===== config.mk =====
export PLATFORM = sky130hd
export DESIGN_NAME = adc_readout_core
export DESIGN_NICKNAME = d
export VERILOG_FILES = /design/src/design/adc_readout_pkg.sv /design/src/design/pin_sync.sv /design/src/design/sinc_averager.sv /design/src/design/adc_readout_core.sv
export VERILOG_INCLUDE_DIRS = /design/src /design/src/design
export SDC_FILE = /design/constraint.sdc
export NUM_CORES = 2
export LEC_CHECK = 0
export BUFFER_PORTS_ARGS = -buffer_cell sky130_fd_sc_hd__buf_4
export CAP_MARGIN = 20
export CORE_ASPECT_RATIO = 1.4
export CORE_MARGIN = 2
export CORE_UTILIZATION = 40
export CTS_CLUSTER_DIAMETER = 60
export DETAILED_ROUTE_END_ITERATION = 10
export PLACE_DENSITY_LB_ADDON = 0.15
export SETUP_SLACK_MARGIN = 0.1
export SYNTH_ARGS = -nofsm -noshare
export SYNTH_HDL_FRONTEND = slang
export SYNTH_SLANG_ARGS = --single-unit
export TNS_END_PERCENT = 20

===== constraint.sdc =====
create_clock -name clk -period 12.7 [get_ports clk]
set_clock_uncertainty 0.15 [all_clocks]
set_input_delay 1.27 -clock clk [delete_from_list [all_inputs] [get_ports clk]]
set_output_delay 1.27 -clock clk [all_outputs]
set_load 0.01 [all_outputs]

===== src/design/adc_readout_cfg.svh =====
/*
 Constants of the converter readout block: widths, counts, reset values and timing.
 Assumes it is included by bare name, once per compilation unit or guarded.
*/
`ifndef ADC_READOUT_CFG_SVH
`define ADC_READOUT_CFG_SVH

`define RES_BITS 14
`define ACC_BITS 20
`define NUM_CH 8
`define SER_LAST_FALL 4'hD
`define SER_MSB_POS 4'hD
`define BYTE_LAST_IDX 4'hF
`define FLAG_BYTE_COUNT 4'h2
`define CH_B_OFFSET 3'h4
`define OS_INVALID 3'h7
`define OS_RESET 3'h0
`define PIN_WIDTH 11
`define PIN_RST 11'h700
`define CLK_PERIOD_NS 4
`define OS_GAP_NS 1000
`define OS_GAP_CYC ((`OS_GAP_NS + `CLK_PERIOD_NS - 1) / `CLK_PERIOD_NS)

`endif


===== src/design/adc_readout_pkg.sv =====
/*
 Types shared by the readout block: result words, channel sets, pin bundle, states.
 Assumes adc_readout_cfg.svh is on the include path.
*/
`include "adc_readout_cfg.svh"

package adc_readout_pkg;

    typedef logic signed [`RES_BITS-1:0] result_t;
    typedef result_t [`NUM_CH-1:0] chanSet_t;

    typedef struct packed {
        logic chipSelN;
        logic readN;
        logic serialClk;
        logic convStartA;
        logic convStartB;
        logic ifaceSel;
        logic byteSel;
        logic upperFirst;
        logic [2:0] osSel;
    } pinIn_t;

    typedef enum logic [2:0] {
        ST_IDLE = 3'h1,
        ST_WAIT = 3'h2,
        ST_GAP  = 3'h4
    } convState_t;

endpackage : adc_readout_pkg


===== src/design/pin_sync.sv =====
/*
 Three-flop synchroniser for a vector of pins; a bit changes once stages two and three agree.
 Assumes pins are asynchronous to clk; reset value chosen per bit to match idle pin levels.
*/
`timescale 1ns/10ps
`default_nettype none

module pin_sync #(
    parameter int WIDTH = 1,
    parameter logic [WIDTH-1:0] RST_VAL = '0
) (
    // clock and reset
    input wire logic clk,
    input wire logic rst,
    // pins and clean levels
    input wire logic [WIDTH-1:0] asyncIn,
    output logic [WIDTH-1:0] syncOut
);

    logic [WIDTH-1:0] stage1_ff;
    logic [WIDTH-1:0] stage2_ff;
    logic [WIDTH-1:0] stage3_ff;
    logic [WIDTH-1:0] out_ff;
    logic [WIDTH-1:0] nxt_out;

    // stage one feeds stage two only
    always_comb begin
        nxt_out = (~(stage2_ff ^ stage3_ff) & stage3_ff) | ((stage2_ff ^ stage3_ff) & out_ff);
    end

    always_ff @(posedge clk or posedge rst) begin
        if (rst) begin
            stage1_ff <= RST_VAL;
            stage2_ff <= RST_VAL;
            stage3_ff <= RST_VAL;
            out_ff <= RST_VAL;
        end else begin
            stage1_ff <= asyncIn;
            stage2_ff <= stage1_ff;
            stage3_ff <= stage2_ff;
            out_ff <= nxt_out;
        end
    end

    assign syncOut = out_ff;

endmodule : pin_sync

`default_nettype wire


===== src/design/sinc_averager.sv =====
/*
 First-order sinc filter: per-channel accumulate, mean rounded by a power-of-two shift.
 Assumes clear and add never coincide; means include the sample presented with add.
*/
`timescale 1ns/10ps
`default_nettype none

module sinc_averager import adc_readout_pkg::*; (
    // clock and reset
    input wire logic clk,
    input wire logic rst,
    // control
    input wire logic clear,
    input wire logic add,
    input wire logic [2:0] shift,
    // samples in, means out
    input wire chanSet_t samples,
    output chanSet_t means
);

    logic [`NUM_CH-1:0][`ACC_BITS-1:0] acc_ff;
    logic [`NUM_CH-1:0][`ACC_BITS-1:0] nxt_acc;
    logic [`NUM_CH-1:0][`ACC_BITS-1:0] sumV;
    logic [`ACC_BITS-1:0] rndV;

    always_comb begin
        // half an output step, so the shift rounds to nearest instead of truncating
        rndV = (shift == 3'h0) ? '0 : `ACC_BITS'(`ACC_BITS'h1 << (shift - 3'h1)); // RULE24
        for (int i = 0; i < `NUM_CH; i++) begin
            sumV[i] = `ACC_BITS'($signed(acc_ff[i]) + $signed(samples[i])); // RULE19
            nxt_acc[i] = clear ? '0 : (add ? sumV[i] : acc_ff[i]);
            means[i] = `RES_BITS'($signed(`ACC_BITS'(sumV[i] + rndV)) >>> shift); // RULE24
        end
    end

    always_ff @(posedge clk or posedge rst) begin
        if (rst) begin
            acc_ff <= '0;
        end else begin
            acc_ff <= nxt_acc;
        end
    end

endmodule : sinc_averager

`default_nettype wire


===== src/design/adc_readout_core.sv =====
/*
 Readout and oversampling control of an eight-channel 14-bit simultaneous converter:
 conversion sequencing with sinc averaging, byte-wide parallel reads, dual-line serial reads.
 Assumes the converter core answers each sample strobe with coreValid and eight results,
 and that the host serial clock idles high between frames.
*/
// Behaviour
// RULE1: byte mode gives each result as two bytes, sixteen reads for eight channels
// RULE2: byte mode needs interface select and byte select both high
// RULE3: bytes leave on the low eight data lines, bit 0 least significant
// RULE4: byte order input high gives upper byte first, low gives lower byte first
// RULE5: two top bits of the upper byte copy the result sign bit
// RULE6: byte mode first-channel flag stays high until both channel one bytes are read
// RULE7: serial line A starts at channel one, line B at channel five
// RULE8: chip select fall enables serial lines with the MSB; clock rises shift on
// RULE9: fourteen serial clocks per result, host samples on falling edges
// RULE10: chip select may frame the whole read or each fourteen-clock word
// RULE11: full read takes 56 clocks on both lines or 112 on one
// RULE12: line B alone gives channels five to eight then one to four
// RULE13: serial flag floats with chip select high, drops after fourteenth falling edge
// RULE14: flag is not raised when channel one leaves on line B
// RULE15: reads of previous results are allowed while busy is high
// RULE16: result registers update at busy fall; host avoids reading then
// RULE17: oversampling select latched at busy fall, used for the next conversion
// RULE18: select codes 000 to 110 give ratios 1 to 64; 111 is not allowed
// RULE19: nonzero ratio passes samples through a first-order sinc filter
// RULE20: first sample at conversion start, the rest from an internal strobe
// RULE21: both conversion starts driven together while oversampling
// RULE22: busy rises at conversion start, falls when all samples are done
// RULE23: each read after busy falls advances one channel, starting at channel one
// RULE24: filter output is the rounded mean of the selected sample count
`timescale 1ns/10ps
`default_nettype none

module adc_readout_core import adc_readout_pkg::*; (
    // clock and reset
    input wire logic clk,
    input wire logic rst,
    // host control pins
    input wire logic chipSelectN,
    input wire logic readN,
    input wire logic serialClk,
    input wire logic conversionStartA,
    input wire logic conversionStartB,
    // static configuration pins
    input wire logic interfaceSelect,
    input wire logic byteModeSelect,
    input wire logic upperByteFirst,
    input wire logic [2:0] oversampleRatioSel,
    // converter core
    input wire logic coreValid,
    input wire chanSet_t coreSamples,
    output logic coreSampleStrobe,
    // conversion status
    output logic busy,
    // byte data bus
    output logic [7:0] dataOut,
    output logic dataOe,
    // serial lines
    output logic serialOutA,
    output logic serialOutAOe,
    output logic serialOutB,
    output logic serialOutBOe,
    // first-channel indicator
    output logic firstChannelFlag,
    output logic firstChannelFlagOe
);

    localparam int GAP_CYC = `OS_GAP_CYC;
    localparam int STROBE_LAG = GAP_CYC + 1;

    // pin synchronisation and edges
    pinIn_t pinRaw;
    pinIn_t pins;
    logic [`PIN_WIDTH-1:0] pinsVec;
    pinIn_t pinsPrev_ff;
    logic csFall;
    logic rdFall;
    logic sclkRise;
    logic sclkFall;
    logic convARise;
    logic convBRise;
    logic byteMode;
    logic serialMode;

    assign pinRaw = '{chipSelN: chipSelectN, readN: readN, serialClk: serialClk,
                      convStartA: conversionStartA, convStartB: conversionStartB,
                      ifaceSel: interfaceSelect, byteSel: byteModeSelect,
                      upperFirst: upperByteFirst, osSel: oversampleRatioSel};

    pin_sync #(
        .WIDTH(`PIN_WIDTH),
        .RST_VAL(`PIN_RST)
    ) u_pin_sync (
        .clk(clk),
        .rst(rst),
        .asyncIn(pinRaw),
        .syncOut(pinsVec)
    );

    assign pins = pinIn_t'(pinsVec);
    assign csFall = pinsPrev_ff.chipSelN & ~pins.chipSelN;
    assign rdFall = pinsPrev_ff.readN & ~pins.readN;
    assign sclkRise = ~pinsPrev_ff.serialClk & pins.serialClk;
    assign sclkFall = pinsPrev_ff.serialClk & ~pins.serialClk;
    assign convARise = ~pinsPrev_ff.convStartA & pins.convStartA;
    assign convBRise = ~pinsPrev_ff.convStartB & pins.convStartB;
    assign byteMode = pins.ifaceSel & pins.byteSel; // RULE2
    assign serialMode = pins.ifaceSel & ~pins.byteSel;

    always_ff @(posedge clk or posedge rst) begin
        if (rst) begin
            pinsPrev_ff <= pinIn_t'(`PIN_RST);
        end else begin
            pinsPrev_ff <= pins;
        end
    end

    // conversion sequencing
    convState_t state_ff;
    convState_t nxt_state;
    logic armA_ff;
    logic nxt_armA;
    logic armB_ff;
    logic nxt_armB;
    logic [6:0] sampCnt_ff;
    logic [6:0] nxt_sampCnt;
    logic [8:0] gapCnt_ff;
    logic [8:0] nxt_gapCnt;
    logic busy_ff;
    logic nxt_busy;
    logic strobe_ff;
    logic nxt_strobe;
    logic [2:0] osCode_ff;
    logic [2:0] nxt_osCode;
    logic [2:0] osShift;
    logic [6:0] ratio;
    logic lastSample;
    logic startEv;
    logic busyFallEv;

    // an illegal code falls back to no averaging rather than an undefined ratio
    assign osShift = (osCode_ff == `OS_INVALID) ? 3'h0 : osCode_ff; // RULE18
    assign ratio = 7'(7'h1 << osShift); // RULE18
    assign lastSample = (7'(sampCnt_ff + 7'h1) == ratio);

    always_comb begin
        nxt_state = state_ff;
        nxt_armA = armA_ff;
        nxt_armB = armB_ff;
        nxt_sampCnt = sampCnt_ff;
        nxt_gapCnt = gapCnt_ff;
        nxt_busy = busy_ff;
        nxt_strobe = 1'b0;
        nxt_osCode = osCode_ff;
        startEv = 1'b0;
        busyFallEv = 1'b0;
        unique case (state_ff)
            ST_IDLE: begin
                // conversion begins on the later of the two start edges
                startEv = (armA_ff | convARise) & (armB_ff | convBRise); // RULE21
                nxt_armA = armA_ff | convARise;
                nxt_armB = armB_ff | convBRise;
                if (startEv) begin
                    nxt_armA = 1'b0;
                    nxt_armB = 1'b0;
                    nxt_busy = 1'b1; // RULE22
                    nxt_strobe = 1'b1; // RULE20
                    nxt_sampCnt = 7'h0;
                    nxt_state = ST_WAIT;
                end
            end
            ST_WAIT: begin
                if (coreValid) begin
                    nxt_sampCnt = 7'(sampCnt_ff + 7'h1);
                    if (lastSample) begin
                        busyFallEv = 1'b1;
                        nxt_busy = 1'b0; // RULE22
                        nxt_osCode = pins.osSel; // RULE17
                        nxt_state = ST_IDLE;
                    end else begin
                        nxt_gapCnt = 9'(GAP_CYC - 1);
                        nxt_state = ST_GAP;
                    end
                end
            end
            ST_GAP: begin
                if (gapCnt_ff == 9'h0) begin
                    nxt_strobe = 1'b1; // RULE20
                    nxt_state = ST_WAIT;
                end else begin
                    nxt_gapCnt = 9'(gapCnt_ff - 9'h1);
                end
            end
            default: begin
                nxt_state = ST_IDLE;
                nxt_busy = 1'b0;
            end
        endcase
    end

    always_ff @(posedge clk or posedge rst) begin
        if (rst) begin
            state_ff <= ST_IDLE;
            armA_ff <= 1'b0;
            armB_ff <= 1'b0;
            sampCnt_ff <= 7'h0;
            gapCnt_ff <= 9'h0;
            busy_ff <= 1'b0;
            strobe_ff <= 1'b0;
            osCode_ff <= `OS_RESET;
        end else begin
            state_ff <= nxt_state;
            armA_ff <= nxt_armA;
            armB_ff <= nxt_armB;
            sampCnt_ff <= nxt_sampCnt;
            gapCnt_ff <= nxt_gapCnt;
            busy_ff <= nxt_busy;
            strobe_ff <= nxt_strobe;
            osCode_ff <= nxt_osCode;
        end
    end

    // averaging and output result registers
    chanSet_t avgMeans;
    chanSet_t results_ff;
    chanSet_t nxt_results;

    sinc_averager u_sinc_averager (
        .clk(clk),
        .rst(rst),
        .clear(startEv),
        .add(coreValid & (state_ff == ST_WAIT)),
        .shift(osShift),
        .samples(coreSamples),
        .means(avgMeans)
    );

    always_comb begin
        nxt_results = busyFallEv ? avgMeans : results_ff; // RULE16
    end

    // reads, byte and serial
    logic [3:0] byteIdx_ff;
    logic [3:0] nxt_byteIdx;
    logic [7:0] dataOut_ff;
    logic [7:0] nxt_dataOut;
    logic dataOe_ff;
    logic nxt_dataOe;
    logic [2:0] wordIdx_ff;
    logic [2:0] nxt_wordIdx;
    logic [3:0] bitPos_ff;
    logic [3:0] nxt_bitPos;
    logic [3:0] fallCnt_ff;
    logic [3:0] nxt_fallCnt;
    logic boundary_ff;
    logic nxt_boundary;
    logic serA_ff;
    logic nxt_serA;
    logic serB_ff;
    logic nxt_serB;
    logic serOe_ff;
    logic nxt_serOe;
    logic flag_ff;
    logic nxt_flag;
    logic flagOe_ff;
    logic nxt_flagOe;
    result_t byteRes;
    logic [7:0] upperByte;
    logic [7:0] lowerByte;
    logic wantUpper;
    logic byteFlag;

    assign byteRes = results_ff[byteIdx_ff[3:1]]; // RULE1
    assign upperByte = {byteRes[13], byteRes[13], byteRes[13:8]}; // RULE5
    assign lowerByte = byteRes[7:0];
    assign wantUpper = pins.upperFirst ^ byteIdx_ff[0]; // RULE4
    // the third read's fall still sees index two, so it must not re-raise the flag
    assign byteFlag = (byteIdx_ff < `FLAG_BYTE_COUNT)
                      | ((byteIdx_ff == `FLAG_BYTE_COUNT) & ~pins.readN & ~rdFall); // RULE6

    // reads are never gated by busy; only the busy fall itself reloads the pointers
    always_comb begin
        nxt_byteIdx = byteIdx_ff;
        nxt_dataOut = dataOut_ff;
        nxt_wordIdx = wordIdx_ff;
        nxt_bitPos = bitPos_ff;
        nxt_fallCnt = fallCnt_ff;
        nxt_boundary = boundary_ff;
        if (byteMode && rdFall) begin
            nxt_dataOut = wantUpper ? upperByte : lowerByte; // RULE15
            nxt_byteIdx = 4'(byteIdx_ff + 4'h1); // RULE23
        end
        if (serialMode && csFall) begin
            nxt_bitPos = `SER_MSB_POS; // RULE8
            nxt_fallCnt = 4'h0;
            nxt_boundary = 1'b0;
        end else if (serialMode && !pins.chipSelN) begin
            if (sclkFall) begin
                if (fallCnt_ff == `SER_LAST_FALL) begin
                    nxt_fallCnt = 4'h0; // RULE9
                    nxt_wordIdx = 3'(wordIdx_ff + 3'h1);
                    nxt_boundary = 1'b1;
                end else begin
                    nxt_fallCnt = 4'(fallCnt_ff + 4'h1);
                end
            end
            if (sclkRise) begin
                if (boundary_ff) begin
                    nxt_bitPos = `SER_MSB_POS;
                    nxt_boundary = 1'b0;
                end else if (bitPos_ff != 4'h0) begin
                    nxt_bitPos = 4'(bitPos_ff - 4'h1); // RULE8
                end
            end
        end
        if (busyFallEv) begin
            nxt_byteIdx = 4'h0; // RULE23
            nxt_wordIdx = 3'h0; // RULE23
        end
        nxt_dataOe = byteMode & ~pins.chipSelN & ~pins.readN; // RULE3
        nxt_serA = results_ff[nxt_wordIdx][nxt_bitPos]; // RULE7
        nxt_serB = results_ff[3'(nxt_wordIdx + `CH_B_OFFSET)][nxt_bitPos]; // RULE12
        nxt_serOe = serialMode & ~pins.chipSelN; // RULE8
        // the flag tracks line A, so channel one on line B never raises it
        nxt_flag = byteMode ? byteFlag : (nxt_wordIdx == 3'h0); // RULE14
        nxt_flagOe = byteMode | (serialMode & ~pins.chipSelN); // RULE13
    end

    always_ff @(posedge clk or posedge rst) begin
        if (rst) begin
            results_ff <= '0;
            byteIdx_ff <= 4'h0;
            dataOut_ff <= 8'h00;
            dataOe_ff <= 1'b0;
            wordIdx_ff <= 3'h0;
            bitPos_ff <= `SER_MSB_POS;
            fallCnt_ff <= 4'h0;
            boundary_ff <= 1'b0;
            serA_ff <= 1'b0;
            serB_ff <= 1'b0;
            serOe_ff <= 1'b0;
            flag_ff <= 1'b0;
            flagOe_ff <= 1'b0;
        end else begin
            results_ff <= nxt_results;
            byteIdx_ff <= nxt_byteIdx;
            dataOut_ff <= nxt_dataOut;
            dataOe_ff <= nxt_dataOe;
            wordIdx_ff <= nxt_wordIdx;
            bitPos_ff <= nxt_bitPos;
            fallCnt_ff <= nxt_fallCnt;
            boundary_ff <= nxt_boundary;
            serA_ff <= nxt_serA;
            serB_ff <= nxt_serB;
            serOe_ff <= nxt_serOe;
            flag_ff <= nxt_flag;
            flagOe_ff <= nxt_flagOe;
        end
    end

    assign coreSampleStrobe = strobe_ff;
    assign busy = busy_ff;
    assign dataOut = dataOut_ff;
    assign dataOe = dataOe_ff;
    assign serialOutA = serA_ff;
    assign serialOutAOe = serOe_ff;
    assign serialOutB = serB_ff;
    assign serialOutBOe = serOe_ff;
    assign firstChannelFlag = flag_ff;
    assign firstChannelFlagOe = flagOe_ff;
endmodule : adc_readout_core

`default_nettype wire


**Word level (Yosys, flattened, before mapping)**

Index checks and enable logic that the tools add are counted.
W data, S select, Z words.

- Flip-flop bits (word level): 377
- Input bits: 126
- Output and inout bits: 17
- Logic and storage cells: 228

- Add/sub/neg operators: 24
- Order comparisons: 5
- Equality and inequality tests: 13
- Shift-type cells: 10
- Muxes and demuxes: 77
- Bitwise operators: 34
- Reductions and logical operators: 20

Operators by type and width:

| cell | count |
|---|---|
| $mux W20 | 17 |
| $add A20 B14 Y20 | 8 |
| $add A20 B20 Y20 | 8 |
| $sshr A20 B3 Y14 | 8 |
| $bmux W14 S3 | 3 |
| $mux W4 | 11 |
| $mux W14 | 3 |
| $mux W3 | 10 |
| $mux W9 | 3 |
| $and A11 B11 Y11 | 2 |
| $mux W1 | 20 |
| $shl A1 B3 Y20 const A | 1 |
| $pmux W9 S2 | 1 |
| $and A1 B1 Y1 | 15 |
| $mux W7 | 2 |
| $pmux W7 S2 | 1 |
| $lt A3 B4 Y1 const B | 3 |
| $ne A2 B2 Y1 const B | 6 |
| $reduce_bool A2 Y1 | 6 |
| $not A11 Y11 | 1 |
| $or A11 B11 Y11 | 1 |
| $xor A11 B11 Y11 | 1 |
| $logic_not A9 Y1 | 1 |
| $not A1 Y1 | 9 |
| other kinds (30) | 42 |

**Logic depth before layout (Yosys ltp)**

- Depth in word-level cells: 13
- Depth in mapped cells: 20
- Depth with buffers taken out: 19

**Modules after synthesis**

A second synthesis with hierarchy kept.

- Cells, all modules: 4404
- Area, all modules: 35960.7 um2

By module, submodules not included:

| module | instances | cells an instance | area an instance (um2) | seq. area each (um2) |
|---|---|---|---|---|
| sinc_averager | 1 | 3235 | 24846.3 | 4003.8 |
| adc_readout_core | 1 | 1113 | 9870.7 | 4337.9 |
| pin_sync | 1 | 56 | 1243.7 | 1116.1 |

**Worst setup path before layout**

Ideal clock, no wire load.

- Kind: input port to flip-flop
- Start: input coreSamples[42] in the netlist's numbering
- End: register results_ff[55] in the netlist's numbering
- Data arrival time: 4940 ps
- Data required time: 12418 ps
- Setup slack: 7478 ps
- Stages: 17
- Buffers on the path: 0
- Cell sequence: ha_1 > fa_1 > a211oi_1 > o21bai_1 > a21oi_1 > xnor2_1 > ha_1 > o21a_1 > nor2_1 > a21oi_1 > nor3b_1 > nand3_1 > nor4b_2 > xor2_1 > nor2_1 > nor4b_1 > a31oi_1

- Cells in the longest elaborated chain, start to end: 3

Ends and longest elaborated chain:

| element | line | text |
|---|---|---|
| start: declaration | adc_readout_core.sv:52 | `input wire chanSet_t coreSamples,` |
| $add A20 B14 Y20 | sinc_averager.sv:30 | `` sumV[i] = `ACC_BITS'($signed(acc_ff[i]) + $signed(samples[i])); `` |
| $add A20 B20 Y20 | sinc_averager.sv:32 | `` means[i] = `RES_BITS'($signed(`ACC_BITS'(sumV[i] + rndV)) >>> shift); `` |
| $sshr A20 B3 Y14 | sinc_averager.sv:32 |  |
| end signal: assignment | adc_readout_core.sv:346 | `results_ff <= nxt_results;` |
| end: declaration | adc_readout_core.sv:226 | `chanSet_t results_ff;` |

No other way between the ends.
A chain may end at the register's enable or synchronous reset.

**Worst setup path after layout**

- Start: register osCode_ff[1]
- End: register results_ff[55] in the netlist's numbering

- Cells in the longest elaborated chain, start to end: 7
- Elaborated cells on any way between the ends: 13
- Those cells by class: add/sub (2); eq/ne (2); shift (3); mux (5); reduce/logical (1)

Ends and longest elaborated chain:

| element | line | text |
|---|---|---|
| start: declaration | adc_readout_core.sv:134 | `logic [2:0] osCode_ff;` |
| start signal: assignment | adc_readout_core.sv:211 | `` osCode_ff <= `OS_RESET; `` |
| start signal: assignment | adc_readout_core.sv:220 | `osCode_ff <= nxt_osCode;` |
| $eq A3 B3 Y1 (no source line) | - |  |
| $mux W3 (*) | adc_readout_core.sv:143 | `` assign osShift = (osCode_ff == `OS_INVALID) ? 3'h0 : osCode_ff; `` |
| $sub A3 B1 Y3 or $shl A1 B3 Y7 (tied branches) | sinc_averager.sv:28, adc_readout_core.sv:144 |  |
| $shl A1 B3 Y20 (no source line) or $eq A7 B7 Y1 (tied branches) | - |  |
| $mux W20 or $mux W1 (tied branches) | sinc_averager.sv:28, adc_readout_core.sv:176 |  |
| $add A20 B20 Y20 or $mux W1 (tied branches) | sinc_averager.sv:32, adc_readout_core.sv:174 |  |
| $sshr A20 B3 Y14 or $mux W1 (tied branches) | sinc_averager.sv:32, adc_readout_core.sv:158 |  |

Every way passes the cells marked *; elsewhere a longest branch is shown, timed or not.

==> qor.yml <==
outcome: "finished clean"
grt_antenna_before_repair: 1
critPathMaxFanout: 37
fillers: 8395
grt_pass1_wl_mm: 183
synth_area_um2: 33900
ys.flop_type: "dfrtp_1"
slew_headroom_pct: 22.4
drive_gt1_share_pct: 10.7
hold_buffers: 0
async_flop_share_pct: 100
fin_cells: 5283
synth_cell_type_count: 113
avgViaCountPerCell: 6.09
root_buffer: "clkbuf_16"
finalMaxSlewViolations: 0
ys_seq_area_share_pct: 27.9
gr-total-overflow: 0
synth_edf_count: 0
drtPass1Iterations: 5
max_freq_ghz: 0.159
crit_chain: "buf_4 -> nor2b_1 -> nand2_1 -> inv_1 -> ha_1 -> a21o_1 -> a21oi_1 -> a21boi_0 -> a311o_1 -> nor3b_1 -> and4_1 -> nor4b_1 -> xor2_1 -> nor2_1 -> nor4b_1 -> a31oi_1"
cts_sinks: 377
path_clk_slew_ns: 0.06
slowest_stage: "inv_1"
cts_setup_buffers: 0
hold_violations: 0
die_w_um: 250
wl_per_cell_um: 22.2
worstHoldPathType: "flop to flop"
portBuffers: 142
yosysWarnings: 0
initial_core_util_pct: 40.3
syn_inst: 4118
drt_iter0_drc: 2299
core_um2: 84000
cp-start-kind: "flop"
grt_start_max_net_pins: 90
tightest_slew_ns: 1.16
die_h_um: 348
core.rowCount: 126
areaGrowthSynthToFinish_pct: 11.4
period_needed_ns: 6.31
setup_tns_ns: 0
drc: 0
synth_seq_cells: 377
crit_family: "simple AND/OR/NAND/NOR gates"
setup_violations: 0
r2r-end: "results_ff[55]$_DFFE_PP0P_"
hold_depth: 0
pin_count: 143
cts_tree: "done"
place.gp.congestion: 0.974
arrival_ns: 6.67
grt_pass1_vias: 31400
drtAntennaViolNets: 0
drt-total-wl_mm: 117
dp_hpwl_mm: 86.3
cts_resized: 0
cts_inserted_buffers: 49
rr_startpoint: "osCode_ff[1]$_DFFE_PP0P_"
insertion_delay_ns: 0.64
min_from: "u_pin_sync.stage1_ff[6]$_DFF_PP0_"
required_ns: 13.06
grtUsageTotal_pct: 26.4
cts_max_path_buffers: 3
num_vias: 32100
worstHoldEndpoint: "u_pin_sync.stage2_ff[6]$_DFF_PP0_"
critPathKind: "flop to flop"
critical_path_buf_inv_count: 2
min_period_over_period_pct: 49.7
finish.net_count: 4517
r2r_cells: 16
crit_top_cell: "nor4b_1"
die_area_um2: 87100
synth_area_per_cell_um2: 8.23
max_stage_delay_ns: 1.01
place_inst: 5187
htree_levels: 2
maxCapViolCount: 0
worstSetupEndpointType: "flop"
reg2reg_slack_ns: 6.39
rsz0062_at_grt: "false"
==> stage by stage <==
step                      instance area [µm²]  setup slack, ns  hold slack [ns]  util, %
after floorplan                         33900            0.839            0.181        -
after CTS                               37700             6.53            0.202     44.9
after global placement                  35900             6.57            0.186     42.8
after detailed placement                36000             6.58            0.188     42.8
final                                   37700             6.39            0.200     44.9
after global routing                    37700             6.02            0.208     44.9
==> worst max-delay path by stage <==
stage                             start                          to  cells past startpoint
4_1_cts        osCode_ff[1]$_DFFE_PP0P_  results_ff[55]$_DFFE_PP0P_                     16
3_3_place_gp   osCode_ff[1]$_DFFE_PP0P_  results_ff[55]$_DFFE_PP0P_                     16
6_report       osCode_ff[1]$_DFFE_PP0P_  results_ff[55]$_DFFE_PP0P_                     16
5_1_grt        osCode_ff[1]$_DFFE_PP0P_  results_ff[55]$_DFFE_PP0P_                     16
2_1_floorplan                       rst  asynchronous set/reset pin                      1
3_5_place_dp   osCode_ff[1]$_DFFE_PP0P_  results_ff[55]$_DFFE_PP0P_                     16
==> kinds of logic after synthesis <==
group	count (synthesis)	share of synthesized area [%]
other	1	0.0111
AOI/OAI and AO/OA	1328	25.8
adders and majority gates	250	9.51
and+or+nand+nor	1437	20.0
muxes	184	6.83
DFF	377	27.9
xor gates and xnor gates	254	6.65
buffers and inverters	287	3.28
==> Yosys cell counts (all sizes together) (16+ instances only) <==
| cell type | instances | share of area (%) |
|---|---|---|
| nand2 | 533 | 5.9 |
| dfrtp | 358 | 26 |
| o21ai | 343 | 5.1 |
| nor2 | 329 | 3.7 |
| a21oi | 314 | 4.7 |
| ha | 223 | 8.2 |
| clkbuf | 175 | 1.9 |
| xnor2 | 168 | 4.4 |
| nand3 | 158 | 2.3 |
| mux2i | 114 | 3.4 |
| a21o | 96 | 2.1 |
| nor3 | 87 | 1.3 |
| xor2 | 86 | 2.2 |
| a211oi | 72 | 1.7 |
| a22o | 68 | 1.8 |
| inv | 61 | 0.68 |
| o211ai | 55 | 1.2 |
| and3 | 51 | 0.94 |
| buf | 49 | 0.64 |
| mux2 | 36 | 1.2 |
| o22ai | 36 | 0.66 |
| nor2b | 35 | 0.65 |
| mux4 | 34 | 2.3 |
| nand2b | 34 | 0.63 |
| nand4 | 34 | 0.65 |
| o21a | 34 | 0.75 |
| a31oi | 32 | 0.64 |
| and2 | 30 | 0.55 |
| o31ai | 26 | 0.59 |
| a221oi | 23 | 0.59 |
| a22oi | 23 | 0.51 |
| nor4 | 22 | 0.41 |
| dfstp | 19 | 1.5 |
| o21bai | 19 | 0.42 |
| or2 | 18 | 0.33 |
| or3 | 18 | 0.33 |
| fa | 16 | 0.95 |
| o221ai | 16 | 0.41 |
==> per-layer routing <==
metal  vias up  routed length (µm)  GRT usage [%]
met3       282                6870           4.09
li1      15400                   -              -
met2      1007               55300           45.1
met5         -                   0              0
met4         0                5500           11.5
met1     15500               49500           33.0
==> sequential cells by signal, summed over array words and instances (netlist names), 3 cells and up, named ones only <==
signal,count
dataOut,8
u_sinc_averager.acc_ff,160
fallCnt_ff,4
bitPos_ff,4
byteIdx_ff,4
results_ff,112
osCode_ff,3
wordIdx_ff,3
u_pin_sync.stage2_ff,11
u_pin_sync.stage3_ff,11
sampCnt_ff,7
pinsPrev_ff,5
gapCnt_ff,9
u_pin_sync.stage1_ff,11
state_ff,3
==> layout make-up <==
cell class	count	area (µm²)	share of cell area [%]
diodes	2	5.00	0.0133
clock buffers	63	1380	3.65
clock inverters	29	352	0.932
inverters	63	244	0.647
multi-input cells	3468	23500	62.2
flip-flops and latches	377	9460	25.1
well taps	1088	1360	3.61
repair buffers	193	1480	3.93
==> cells in the final DEF, fill, tap and decap left out, drive strengths merged, types with 22 or more instances in the layout <==
| cell | instances |
|---|---|
| buf | 193 |
| and2 | 30 |
| a22oi | 23 |
| dfrtp | 358 |
| o21a | 34 |
| a31oi | 32 |
| a22o | 68 |
| inv | 69 |
| mux4 | 34 |
| a21o | 96 |
| clkbuf | 63 |
| mux2 | 36 |
| a221oi | 23 |
| nor3 | 87 |
| and3 | 51 |
| nand2 | 533 |
| xor2 | 86 |
| nand2b | 34 |
| nor2 | 329 |
| xnor2 | 168 |
| o22ai | 36 |
| o211ai | 55 |
| mux2i | 114 |
| nand3 | 158 |
| ha | 223 |
| nor4 | 22 |
| nand4 | 34 |
| a211oi | 72 |
| o31ai | 26 |
| nor2b | 35 |
| o21ai | 343 |
| a21oi | 314 |
Power is left out: the tool's default activity adds up to more than one toggle a clock period on the data nets, which glitch-free logic cannot reach.
